$ cat config.mk
export PLATFORM = sky130hd
export DESIGN_NAME = lpsdram_activate_read_burst
export DESIGN_NICKNAME = d
export VERILOG_FILES = /design/src/lpsdram_pkg.sv /design/src/lpsdram_activate_read_burst.sv
export VERILOG_INCLUDE_DIRS = /design/src /design/src/src
export SDC_FILE = /design/constraint.sdc
export NUM_CORES = 1
export LEC_CHECK = 0
export BUFFER_PORTS_ARGS = -buffer_cell sky130_fd_sc_hd__buf_2
export CAP_MARGIN = 30
export CORE_UTILIZATION = 33
export CTS_CLUSTER_DIAMETER = 50
export DETAILED_ROUTE_END_ITERATION = 8
export HOLD_SLACK_MARGIN = 0.03
export SLEW_MARGIN = 0
export SYNTH_ARGS = -nofsm -noshare
export SYNTH_HDL_FRONTEND = slang
export SYNTH_SLANG_ARGS = --single-unit
export TNS_END_PERCENT = 30
$ cat constraint.sdc
create_clock -name clk -period 15.7 [get_ports clk]
set_input_delay 3.14 -clock clk [delete_from_list [all_inputs] [get_ports clk]]
set_output_delay 3.14 -clock clk [all_outputs]
set_load 0.01 [all_outputs]
$ cat src/lpsdram_regs.svh
// Timing and encoding constants for the low-power DRAM read-path model.
`ifndef LPSDRAM_REGS_SVH
`define LPSDRAM_REGS_SVH
`define CLK_PERIOD_NS 20
`define SAME_BANK_ACTIVATE_PERIOD_NS 60
`define ACTIVATE_TO_ACCESS_NS 18
`define CROSS_BANK_ACTIVATE_GAP_NS 12
`define PRECHARGE_PERIOD_NS 18
`define MODE_LOAD_TO_ACTIVATE_GAP_CLK 2
`define LAST_WDATA_TO_ACCESS_GAP_CLK 1
`define LAST_WDATA_TO_PRECHARGE_GAP_CLK 2
`define OUTPUT_MASK_LATENCY_CLK 2
`define CAS_LATENCY_RESET 2'h2
`define BURST_LEN_RESET 3'h2
`define BURST_FULL_PAGE 3'h7
`define AUTO_PRECHARGE_BIT 10
`endif

$ cat src/lpsdram_pkg.sv
// Types shared by the low-power DRAM read-path model.
package lpsdram_pkg;
  // Command bus as sampled on a rising edge: chip select, row/column strobe, write enable, all active low.
  typedef struct packed {
    logic cs_n;
    logic ras_n;
    logic cas_n;
    logic we_n;
  } cmd_pins_t;
  typedef enum logic [2:0] {
    CMD_NOP = 3'h0,
    CMD_ACTIVATE = 3'h1,
    CMD_READ = 3'h2,
    CMD_WRITE = 3'h3,
    CMD_PRECHARGE = 3'h4,
    CMD_TERMINATE = 3'h5,
    CMD_MODE_LOAD = 3'h6,
    CMD_REFRESH = 3'h7
  } cmd_t;
  typedef enum logic [1:0] {
    RD_IDLE = 2'h0,
    RD_BURST = 2'h1,
    RD_DRAIN = 2'h2
  } rd_state_t;
endpackage

$ cat src/lpsdram_activate_read_burst.sv
// Read-path and activation logic of a low-power synchronous DRAM.
`timescale 1ns/1ps
`include "lpsdram_regs.svh"
module lpsdram_activate_read_burst #(
  parameter int DATA_W = 32,
  parameter int COL_W = 9,
  parameter int ROW_W = 13,
  parameter int BANKS = 4
) (
  input wire logic clk,
  input wire logic sys_rst,
  input wire lpsdram_pkg::cmd_pins_t cmd_pins,
  input wire logic cke,
  input wire logic [$clog2(BANKS)-1:0] bank_addr,
  input wire logic [ROW_W-1:0] addr,
  input wire logic dqm,
  input wire logic [1:0] cas_latency_setting,
  input wire logic [2:0] burst_len_code,
  input wire logic [DATA_W-1:0] dq_in,
  output logic [DATA_W-1:0] dq_out,
  output logic dq_oe,
  output logic [ROW_W-1:0] rd_row,
  output logic [$clog2(BANKS)-1:0] rd_bank,
  output logic [COL_W-1:0] rd_col,
  output logic rd_fetch,
  input wire logic [DATA_W-1:0] rd_data,
  output logic wr_strobe,
  output logic [DATA_W-1:0] wr_data,
  output logic [COL_W-1:0] wr_col,
  output logic [$clog2(BANKS)-1:0] wr_bank,
  output logic [BANKS-1:0] row_open,
  output logic access_violation
);
  localparam int BW = $clog2(BANKS);
  localparam int TRCD_CLK = (`ACTIVATE_TO_ACCESS_NS + `CLK_PERIOD_NS - 1) / `CLK_PERIOD_NS;
  localparam int TRC_CLK = (`SAME_BANK_ACTIVATE_PERIOD_NS + `CLK_PERIOD_NS - 1) / `CLK_PERIOD_NS;
  localparam int CROSS_BANK_ACTIVATE_GAP_CLK = (`CROSS_BANK_ACTIVATE_GAP_NS + `CLK_PERIOD_NS - 1) / `CLK_PERIOD_NS;
  localparam int TRP_CLK = (`PRECHARGE_PERIOD_NS + `CLK_PERIOD_NS - 1) / `CLK_PERIOD_NS;

  // ****************************************************************
  // Command decode
  // ****************************************************************
  // Decode the four strobes into a command; a low clock enable masks the edge.
  function automatic lpsdram_pkg::cmd_t decode(input lpsdram_pkg::cmd_pins_t p, input logic en);
    lpsdram_pkg::cmd_t c;
    c = lpsdram_pkg::CMD_NOP;
    if (en && !p.cs_n)
    begin
      unique case ({p.ras_n, p.cas_n, p.we_n})
        3'h3: c = lpsdram_pkg::CMD_ACTIVATE;
        3'h5: c = lpsdram_pkg::CMD_READ;
        3'h4: c = lpsdram_pkg::CMD_WRITE;
        3'h2: c = lpsdram_pkg::CMD_PRECHARGE;
        3'h6: c = lpsdram_pkg::CMD_TERMINATE;
        3'h0: c = lpsdram_pkg::CMD_MODE_LOAD;
        3'h1: c = lpsdram_pkg::CMD_REFRESH;
        default: c = lpsdram_pkg::CMD_NOP;
      endcase
    end
    return c;
  endfunction

  // Burst length in elements, zero meaning full page.
  function automatic logic [COL_W:0] burst_elems(input logic [2:0] code);
    logic [COL_W:0] n;
    n = '0;
    if (code != `BURST_FULL_PAGE)
    begin
      n = (COL_W+1)'(1) << code[1:0];
    end
    return n;
  endfunction

  lpsdram_pkg::cmd_t cmd;
  assign cmd = decode(cmd_pins, cke);

  // ****************************************************************
  // Bank state
  // ****************************************************************
  logic [BANKS-1:0] open_reg, open_next;
  logic [ROW_W-1:0] row_reg [BANKS], row_next [BANKS];
  logic [3:0] busy_reg [BANKS], busy_next [BANKS];
  logic viol_reg, viol_next;

  // Activate opens a row; precharge closes one or all. Early accesses are flagged, not blocked.
  always_comb
  begin
    open_next = open_reg;
    viol_next = 1'b0;
    for (int b = 0; b < BANKS; b++)
    begin
      row_next[b] = row_reg[b];
      busy_next[b] = (busy_reg[b] != 4'h0) ? busy_reg[b] - 4'h1 : 4'h0;
    end
    if (cmd == lpsdram_pkg::CMD_ACTIVATE)
    begin
      open_next[bank_addr] = 1'b1;
      row_next[bank_addr] = addr;
      busy_next[bank_addr] = 4'(TRCD_CLK - 1);
    end
    if ((cmd == lpsdram_pkg::CMD_READ || cmd == lpsdram_pkg::CMD_WRITE) &&
        (!open_reg[bank_addr] || busy_reg[bank_addr] != 4'h0))
    begin
      viol_next = 1'b1;
    end
    if (cmd == lpsdram_pkg::CMD_PRECHARGE)
    begin
      for (int b = 0; b < BANKS; b++)
      begin
        if (addr[`AUTO_PRECHARGE_BIT] || bank_addr == BW'(b))
        begin
          open_next[b] = 1'b0;
          busy_next[b] = 4'(TRP_CLK - 1);
        end
      end
    end
  end

  // Bank state registers.
  always_ff @(posedge clk or posedge sys_rst)
  begin
    if (sys_rst)
    begin
      open_reg <= '0;
      viol_reg <= 1'b0;
      for (int b = 0; b < BANKS; b++)
      begin
        row_reg[b] <= '0;
        busy_reg[b] <= 4'h0;
      end
    end
    else
    begin
      open_reg <= open_next;
      viol_reg <= viol_next;
      row_reg <= row_next;
      busy_reg <= busy_next;
    end
  end

  // ****************************************************************
  // Read burst engine
  // ****************************************************************
  lpsdram_pkg::rd_state_t st_reg, st_next;
  logic [COL_W-1:0] col_reg, col_next;
  logic [BW-1:0] bank_reg, bank_next;
  logic [COL_W:0] left_reg, left_next;
  logic ap_reg, ap_next;
  logic [1:0] drain_reg, drain_next;
  // Per-stage pipe: valid flag indexed by latency stage; the per-stage mask bits stay zero, and masking comes from dqm_reg.
  logic [3:0] pv_reg, pv_next;
  logic [3:0] pm_reg, pm_next;
  logic [DATA_W-1:0] pd_reg [4], pd_next [4];
  logic [1:0] dqm_reg, dqm_next;
  logic [DATA_W-1:0] dq_reg, dq_next;
  logic oe_reg, oe_next;
  logic issue;

  // Fetch one element per cycle while bursting or draining; data is aligned by the latency pipe.
  always_comb
  begin
    st_next = st_reg;
    col_next = col_reg;
    bank_next = bank_reg;
    left_next = left_reg;
    ap_next = ap_reg;
    drain_next = drain_reg;
    issue = 1'b0;
    dqm_next = {dqm_reg[0], dqm};
    if (cmd == lpsdram_pkg::CMD_READ)
    begin
      // The read edge fetches the first element itself, so the counter holds only the rest.
      st_next = (burst_elems(burst_len_code) == (COL_W+1)'(1)) ? lpsdram_pkg::RD_IDLE :
                lpsdram_pkg::RD_BURST;
      col_next = addr[COL_W-1:0];
      bank_next = bank_addr;
      ap_next = addr[`AUTO_PRECHARGE_BIT];
      left_next = (burst_elems(burst_len_code) == '0) ? '0 :
                  burst_elems(burst_len_code) - (COL_W+1)'(1);
      issue = 1'b1;
    end
    else if (cmd == lpsdram_pkg::CMD_WRITE || cmd == lpsdram_pkg::CMD_TERMINATE)
    begin
      st_next = lpsdram_pkg::RD_IDLE;
    end
    else if (cmd == lpsdram_pkg::CMD_PRECHARGE && st_reg == lpsdram_pkg::RD_BURST)
    begin
      // Fetching stops at the precharge edge; what is already in the latency pipe still comes out,
      // so the pins float CL clocks after the precharge.
      st_next = lpsdram_pkg::RD_IDLE;
    end
    else if (st_reg == lpsdram_pkg::RD_BURST)
    begin
      issue = 1'b1;
      if (left_reg == (COL_W+1)'(1))
      begin
        st_next = lpsdram_pkg::RD_IDLE;
      end
      if (left_reg != '0)
      begin
        left_next = left_reg - (COL_W+1)'(1);
      end
    end
    else if (st_reg == lpsdram_pkg::RD_DRAIN)
    begin
      issue = 1'b1;
      drain_next = drain_reg - 2'h1;
      if (drain_reg == 2'h0)
      begin
        st_next = lpsdram_pkg::RD_IDLE;
      end
    end
    if (issue && cmd != lpsdram_pkg::CMD_READ)
    begin
      col_next = col_reg + COL_W'(1);
    end
    if (st_reg == lpsdram_pkg::RD_IDLE && cmd != lpsdram_pkg::CMD_READ)
    begin
      st_next = lpsdram_pkg::RD_IDLE;
    end
  end

  // Requested element address; wraps naturally at the page end.
  assign rd_fetch = issue;
  assign rd_col = (cmd == lpsdram_pkg::CMD_READ) ? addr[COL_W-1:0] :
                  (issue ? col_reg + COL_W'(1) : col_reg);
  assign rd_bank = (cmd == lpsdram_pkg::CMD_READ) ? bank_addr : bank_reg;
  assign rd_row = row_reg[rd_bank];

  // Latency pipe: element fetched at the command edge appears CL edges later.
  always_comb
  begin
    pv_next = {pv_reg[2:0], issue};
    pm_next = pm_reg;
    pd_next[0] = rd_data;
    for (int i = 1; i < 4; i++)
    begin
      pd_next[i] = pd_reg[i-1];
    end
    // A write drops all read data still in flight and frees the pins.
    if (cmd == lpsdram_pkg::CMD_WRITE)
    begin
      pv_next = 4'h0;
    end
    // Output masking two clocks after the mask pin is sampled.
    dq_next = pd_reg[cas_latency_setting - 2'h1];
    oe_next = pv_reg[cas_latency_setting - 2'h1] && !dqm_reg[1] && cmd != lpsdram_pkg::CMD_WRITE;
  end

  // Read engine and output registers.
  always_ff @(posedge clk or posedge sys_rst)
  begin
    if (sys_rst)
    begin
      st_reg <= lpsdram_pkg::RD_IDLE;
      col_reg <= '0;
      bank_reg <= '0;
      left_reg <= '0;
      ap_reg <= 1'b0;
      drain_reg <= 2'h0;
      pv_reg <= 4'h0;
      pm_reg <= 4'h0;
      dqm_reg <= 2'h0;
      dq_reg <= '0;
      oe_reg <= 1'b0;
      for (int i = 0; i < 4; i++)
      begin
        pd_reg[i] <= '0;
      end
    end
    else
    begin
      st_reg <= st_next;
      col_reg <= col_next;
      bank_reg <= bank_next;
      left_reg <= left_next;
      ap_reg <= ap_next;
      drain_reg <= drain_next;
      pv_reg <= pv_next;
      pm_reg <= pm_next;
      dqm_reg <= dqm_next;
      dq_reg <= dq_next;
      oe_reg <= oe_next;
      pd_reg <= pd_next;
    end
  end

  // ****************************************************************
  // Outputs
  // ****************************************************************
  // Write data is taken on the command edge; the mask applies with zero latency.
  assign wr_strobe = (cmd == lpsdram_pkg::CMD_WRITE) && !dqm;
  assign wr_data = dq_in;
  assign wr_col = addr[COL_W-1:0];
  assign wr_bank = bank_addr;
  assign dq_out = dq_reg;
  assign dq_oe = oe_reg;
  assign row_open = open_reg;
  assign access_violation = viol_reg;
endmodule // lpsdram_activate_read_burst

==> metrics.md, run 1 <==
| Metric | Value |
|---|---|
| Ys flop type | `dfrtp_1` |
| H-tree depth | `1` |
| Final non-filler cell total | `1412` |
| CTS Sinks | `262` |
| Fraction of registers with async set/reset | `1.00` |
| Seq pwr share | `0.443` |
| Maximum clock path buffer count | `3` |
| Critical Path Stages | `7` |
| # IOs | `199` |
| CP Cell Sequence | `buf_2 -> and4bb_2 -> buf_4 -> nand2_2 -> mux2i_4 -> mux2i_1 -> buf_2` |
| Final setup margin | `roughly 6.8 ns` |
| Initial antenna violation count | `0` |
| Post-cts resize count | `0` |
| I/O Buffers | `between 100 and 150` |
| Min Tclk post-route | `8.93 ns` |
| Hold WC Path Type | `reg2reg` |
| Sw Share | `0.272` |
| Die area | `34300 um2` |
| Reg clk slew, reported paths | `0.05 ns` |
| Crit path kind | `in2out` |
| Fillcell total | `3095` |
| Max FFs per register | `96` |
| Clock share of power | `0.401` |
| Pwr dens | `141 nW/um2` |
| Bufs and invs on worst path | `3` |
| Routability Congestion | `a little over 0.8` |
| Inst Count DP | `1358` |
| Post-DP HPWL | `15100 um` |
| Synth Area per Inst | `12.8 um2` |
| Initial drt markers | `463` |
| Yosys warns | `0` |
| Sequential fraction of the synthesis area | `0.591` |
| Final period util | `0.569` |
| Max VDD drop | `between 0.09 and 0.1 mV` |
| Clock Latency Late Sink | `0.56 ns` |
| Cells after Synth | `between 800 and 900` |
| Sw power | `0.493 mW` |
| Comb pwr share | `0.156` |
| DR vias | `7017` |
| DRT Pass-1 Iters | `5` |
| Status | `finished, final reports clean` |
| Routed wire length | `24400 um` |
| Worst Clk Skew | `between 0.006 and 0.007 ns` |
| Family with the most delay on the worst path | `multiplexers` |
| Worst-margin pin slew | `0.971 ns` |
| Post-Syn Nets | `964` |
| Max-slew violations | `0` |
| Starting Density | `0.338` |
| Pin count of the biggest net entering global routing | `104` |
| Crit path max fanout | `38` |
| GRT Total Usage | `0.145` |
| Core area | `32800 um2` |
| Cells on worst reg2reg path | `6` |
| Max Fclk | `112 MHz` |
| First-pass GRT wire length | `39300 um` |
| #FFs+latches synth | `around 260` |
| Most common cell after layout, fill and taps aside | `dfrtp_1` |
| Critical Path AT | `~5.8 ns` |
| Hold Vio Cnt, Final | `0` |
| Vias in the first global route | `6994` |
| Setup violations, final | `0` |
| Worst setup SP type | `input port` |
| Num CTS Buffers | `30` |
| Layout area overhead | `16.6%` |
| Area of the mapped netlist | `between 10000 and 15000 um2` |
| CTS tree | `done` |
| Netlist cell types | `59` |
| Setup TNS | `0 ns` |
| Die X | `~190 um` |
| Leak | `roughly 5.8 nW` |
| Final Total Pwr | `1.82 mW` |
| Setup bufs post-CTS | `0` |
| Worst slew margin | `0.353` |
| Cell Int Power | `around 1.3 mW` |
| Commonest cells after routing, fill and taps aside | `dfrtp_1, buf_2, nand2_1` |
| Final nets | `roughly 1.0k` |
| Clk Tree Root Cell | `clkbuf_16` |
| Layout cells sized above 1 | `0.303` |
| RSZ-0062 raised after global routing | `no` |
| Worst Setup SP | `cmd_pins[1]` |
| Final ANT Viol Nets | `0` |
| Crit-path most repeated cell | `buf_2` |
| Via/cell ratio | `just under 5` |
| Hold depth | `0` |
| Ant diodes | `0` |
| Max-Cap Viols | `0` |
| DR WL/cell | `17.3 um` |
| Cts hold-fix bufs | `0` |
| FF-to-FF Start | `left_reg[0]` |
| DR DRC count | `0` |
| Number of synthesized flops with an enable pin | `0` |
| Data required time of the worst path | `12.56 ns` |
| Worst slack, placed | `6.73 ns` |
| GR Overflow Total | `0` |
| Die Y | `185 um` |
| CP max stage cell | `mux2i_4` |
| Launch point of the worst hold path | `dqm_reg[0]` |
| CP endpoint kind | `primary output` |
| Row count | `66` |
| Max stage delay on crit path | `0.86 ns` |
-- Yosys cell counts, drive strengths merged (6+ instances only) --
library cell	instances	area share
dfrtp	262	0.59
buf	64	0.041
nand2	64	0.022
nand2b	54	0.030
mux2	52	0.056
nor2	40	0.014
a21oi	39	0.018
mux4	33	0.067
a211oi	29	0.020
clkbuf	29	0.0099
o21ai	23	0.011
a311oi	15	0.012
mux2i	15	0.015
a22oi	14	0.0095
inv	14	0.0047
nand3	13	0.0059
nor3	11	0.0054
o31ai	9	0.0061
ha	8	0.0090
a31oi	7	0.0039
nand3b	6	0.0041
nor2b	6	0.0034
or4	6	0.0041
-- power groups by stage --
stage / sequential [mW] / combinational [mW] / clock [mW]
finish: 0.805 / 0.283 / 0.729
global route: 0.815 / 0.316 / 0.781
CTS: 0.804 / 0.286 / 0.750
detailed placement: 0.816 / 0.284 / 0
global placement: 0.814 / 0.279 / 0
floorplan: 0.800 / 0.209 / 0
-- through the flow --
step	instance area [um2]	hold slack [ns]	utilization
6_report	12900	0.348	0.394
5_1_grt	12900	0.370	0.394
4_1_cts	12900	0.349	0.394
2_1_floorplan	11100	0.331	-
3_3_place_gp	11800	0.333	0.361
3_5_place_dp	11900	0.337	0.362
-- final cells by class --
class / count / area, um2 / area share
flip-flops and latches: 262 / 6560 / 0.507
multi-input cells: 495 / 3920 / 0.303
clock buffers: 41 / 852 / 0.0659
repair buffers: 145 / 773 / 0.0598
well taps: 442 / 553 / 0.0428
clock inverters: 13 / 213 / 0.0165
inverters: 14 / 60.1 / 0.00465
-- worst register-to-register path: cells and delay by family (launching register included) --
kind / cells / cell delay [ns]
fa+ha+maj: 1 / 0.23
flops: 1 / 0.42
compound gates: 1 / 0.33
simple gates: 3 / 0.82
buf+inv: 1 / 0.09
-- layer usage --
layer / vias up / track usage / wire length [um]
met3: 38 / 0.0254 / 1270
li1: 3246 / - / -
met1: 3535 / 0.207 / 11600
met2: 198 / 0.230 / 11100
met4: 0 / 0.0327 / 425
met5: - / 0 / 0
-- logic make-up (layout without fill, tap and decap cells) --
| family | count (synthesis) | in the layout | synth area share |
|---|---|---|---|
| AOI/OAI and AO/OA | 153 | 153 | 0.0932 |
| xor gates and xnor gates | 4 | 4 | 0.00316 |
| adders and majority gates | 8 | 8 | 0.00903 |
| buffers and inverters | 107 | 213 | 0.0553 |
| DFF | 262 | 262 | 0.591 |
| muxes | 100 | 100 | 0.138 |
| and+or+nand+nor | 230 | 230 | 0.110 |
-- path summary, 6_finish.rpt --
path / to / slack, ns
min in group asynchronous: busy_reg[10] / 2.67
max: rd_row[9] / 6.77
min: dqm_reg[1] / 0.35
min reg2reg: dqm_reg[1] / 0.35
max reg2reg: left_reg[1] / 13.69
max in group asynchronous: dq_out[6] / 11.01
(Power assumes the default switching activity.)
==> inputs of run 2 (changes only) <==
- clock period: 15.7 -> 7.2 ns (I/O delays scaled with it)
==> metrics.md, run 2 (synthesized netlist as in run 1, its figures left out) <==
| Metric | Value |
|---|---|
| CTS Sinks | `262` |
| Worst Clk Skew | `0.0157 ns` |
| Worst slew margin | `0.401` |
| Ant diodes | `0` |
| Max-Cap Viols | `0` |
| Commonest cells after routing, fill and taps aside | `dfrtp_1, buf_2, nand2_1` |
| CP max stage cell | `and4bb_2` |
| Critical Path AT | `around 3.7 ns` |
| Routability Congestion | `0.796` |
| Layout area overhead | `18.1%` |
| Worst setup SP type | `input port` |
| Crit path kind | `in2out` |
| Family with the most delay on the worst path | `simple AND/OR/NAND/NOR gates` |
| Pin count of the biggest net entering global routing | `114` |
| Bufs and invs on worst path | `2` |
| Comb pwr share | `0.154` |
| Seq pwr share | `0.424` |
| Min Tclk post-route | `5.14 ns` |
| First-pass GRT wire length | `between 30000 and 40000 um` |
| Reg clk slew, reported paths | `0.05 ns` |
| DR vias | `7207` |
| Clock share of power | `0.423` |
| Setup bufs post-CTS | `0` |
| Die X | `185 um` |
| Status | `finished, final reports clean` |
| Vias in the first global route | `7078` |
| Post-DP HPWL | `15500 um` |
| Sw power | `~1.1 mW` |
| Final Total Pwr | `4.11 mW` |
| Setup TNS | `0 ns` |
| Cts hold-fix bufs | `0` |
| Register area | `6560 um2` |
| Cell Int Power | `around 3.0 mW` |
| # IOs | `~200` |
| DR WL/cell | `~17 um` |
| Routed wire length | `between 20000 and 25000 um` |
| Row count | `66` |
| Leak | `5.82 nW` |
| GR Overflow Total | `0` |
| Utilization after layout | `0.399` |
| H-tree depth | `2` |
| Crit-path most repeated cell | `buf_2` |
| Max stage delay on crit path | `0.82 ns` |
| Sw Share | `0.270` |
| RSZ-0062 raised after global routing | `no` |
| Max Fclk | `between 150 and 200 MHz` |
| Fillcell total | `3116` |
| Hold Vio Cnt, Final | `0` |
| CTS tree | `done` |
| Die area | `34300 um2` |
| Worst-margin pin slew | `0.898 ns` |
| Data required time of the worst path | `5.76 ns` |
| Crit path max fanout | `28` |
| Max-slew violations | `0` |
| Launch point of the worst hold path | `dqm_reg[0]` |
| DR DRC count | `0` |
| Reg2reg setup slack | `5.20 ns` |
| CP endpoint kind | `primary output` |
| Most common cell after layout, fill and taps aside | `dfrtp_1` |
| Maximum clock path buffer count | `3` |
| Die Y | `~190 um` |
| Initial antenna violation count | `1` |
| Final nets | `around 1.1k` |
| DRT Pass-1 Iters | `5` |
| Final period util | `0.714` |
| Starting Density | `0.338` |
| Hold WC Path Type | `reg2reg` |
| Core area | `roughly 33000 um2` |
| Pwr dens | `314 nW/um2` |
| Num CTS Buffers | `34` |
| Via/cell ratio | `~5` |
| Final ANT Viol Nets | `0` |
| Clk Tree Root Cell | `clkbuf_16` |
| FF-to-FF Start | `left_reg[0]` |
| GRT Total Usage | `0.147` |
| Post-cts resize count | `0` |
| Clock Latency Late Sink | `0.51 ns` |
| Area of the multi-input gates | `approximately 4000 um2` |
| Max FFs per register | `96` |
| Worst Setup SP | `cmd_pins[1]` |
| Max VDD drop | `0.172 mV` |
| Setup violations, final | `0` |
| I/O Buffers | `around 130` |
| Layout cells sized above 1 | `0.309` |
| Initial drt markers | `~430` |
| CP Cell Sequence | `buf_2 -> and4bb_2 -> nand2_2 -> mux2i_4 -> mux2i_1 -> buf_2` |
==> run 2: layer usage <==
| metal | vias up | routed length (um) | track usage |
|---|---|---|---|
| met5 | - | 11 | 0 |
| li1 | 3257 | - | - |
| met2 | 246 | 11200 | 0.229 |
| met1 | 3643 | 11200 | 0.202 |
| met4 | 2 | 565 | 0.0522 |
| met3 | 59 | 1560 | 0.0285 |
==> run 2: worst paths after layout <==
kind,cells after the start,to
worst max-delay path,6,rd_row[7]
worst min-delay path,0,dqm_reg[1]
worst max register to register,6,left_reg[1]
worst min register to register,0,dqm_reg[1]
max in group asynchronous,3,row_reg[5]
min in group asynchronous,2,pd_next[24]
==> run 2: layout make-up <==
class	instances	share of cell area
Tap cell	442	0.0423
Timing Repair Buffer	146	0.0625
Sequential cell	262	0.501
Inverter	14	0.00430
Clock buffer	43	0.0723
Multi-Input combinational cell	495	0.299
Clock inverter	18	0.0184
==> run 2: metrics by stage <==
| stage | hold WS [ns] | setup WS (ns) | cell area [um2] | cells |
|---|---|---|---|---|
| after floorplan | 0.331 | 2.30 | 11100 | 864 |
| after global placement | 0.334 | 2.08 | 11800 | 1356 |
| after detailed placement | 0.336 | 2.07 | 11900 | 1358 |
| after CTS | 0.325 | 2.05 | 13100 | 1419 |
| after global routing | 0.336 | 1.93 | 13100 | 1420 |
| final | 0.334 | 2.06 | 13100 | 1420 |
==> run 2: power groups by stage <==
stage,Sequential [mW],Clock [mW],Combinational (mW)
floorplan,1.74,0,0.456
global placement,1.76,0,0.626
detailed placement,1.76,0,0.631
CTS,1.74,1.79,0.636
global route,1.76,1.85,0.706
finish,1.74,1.74,0.631
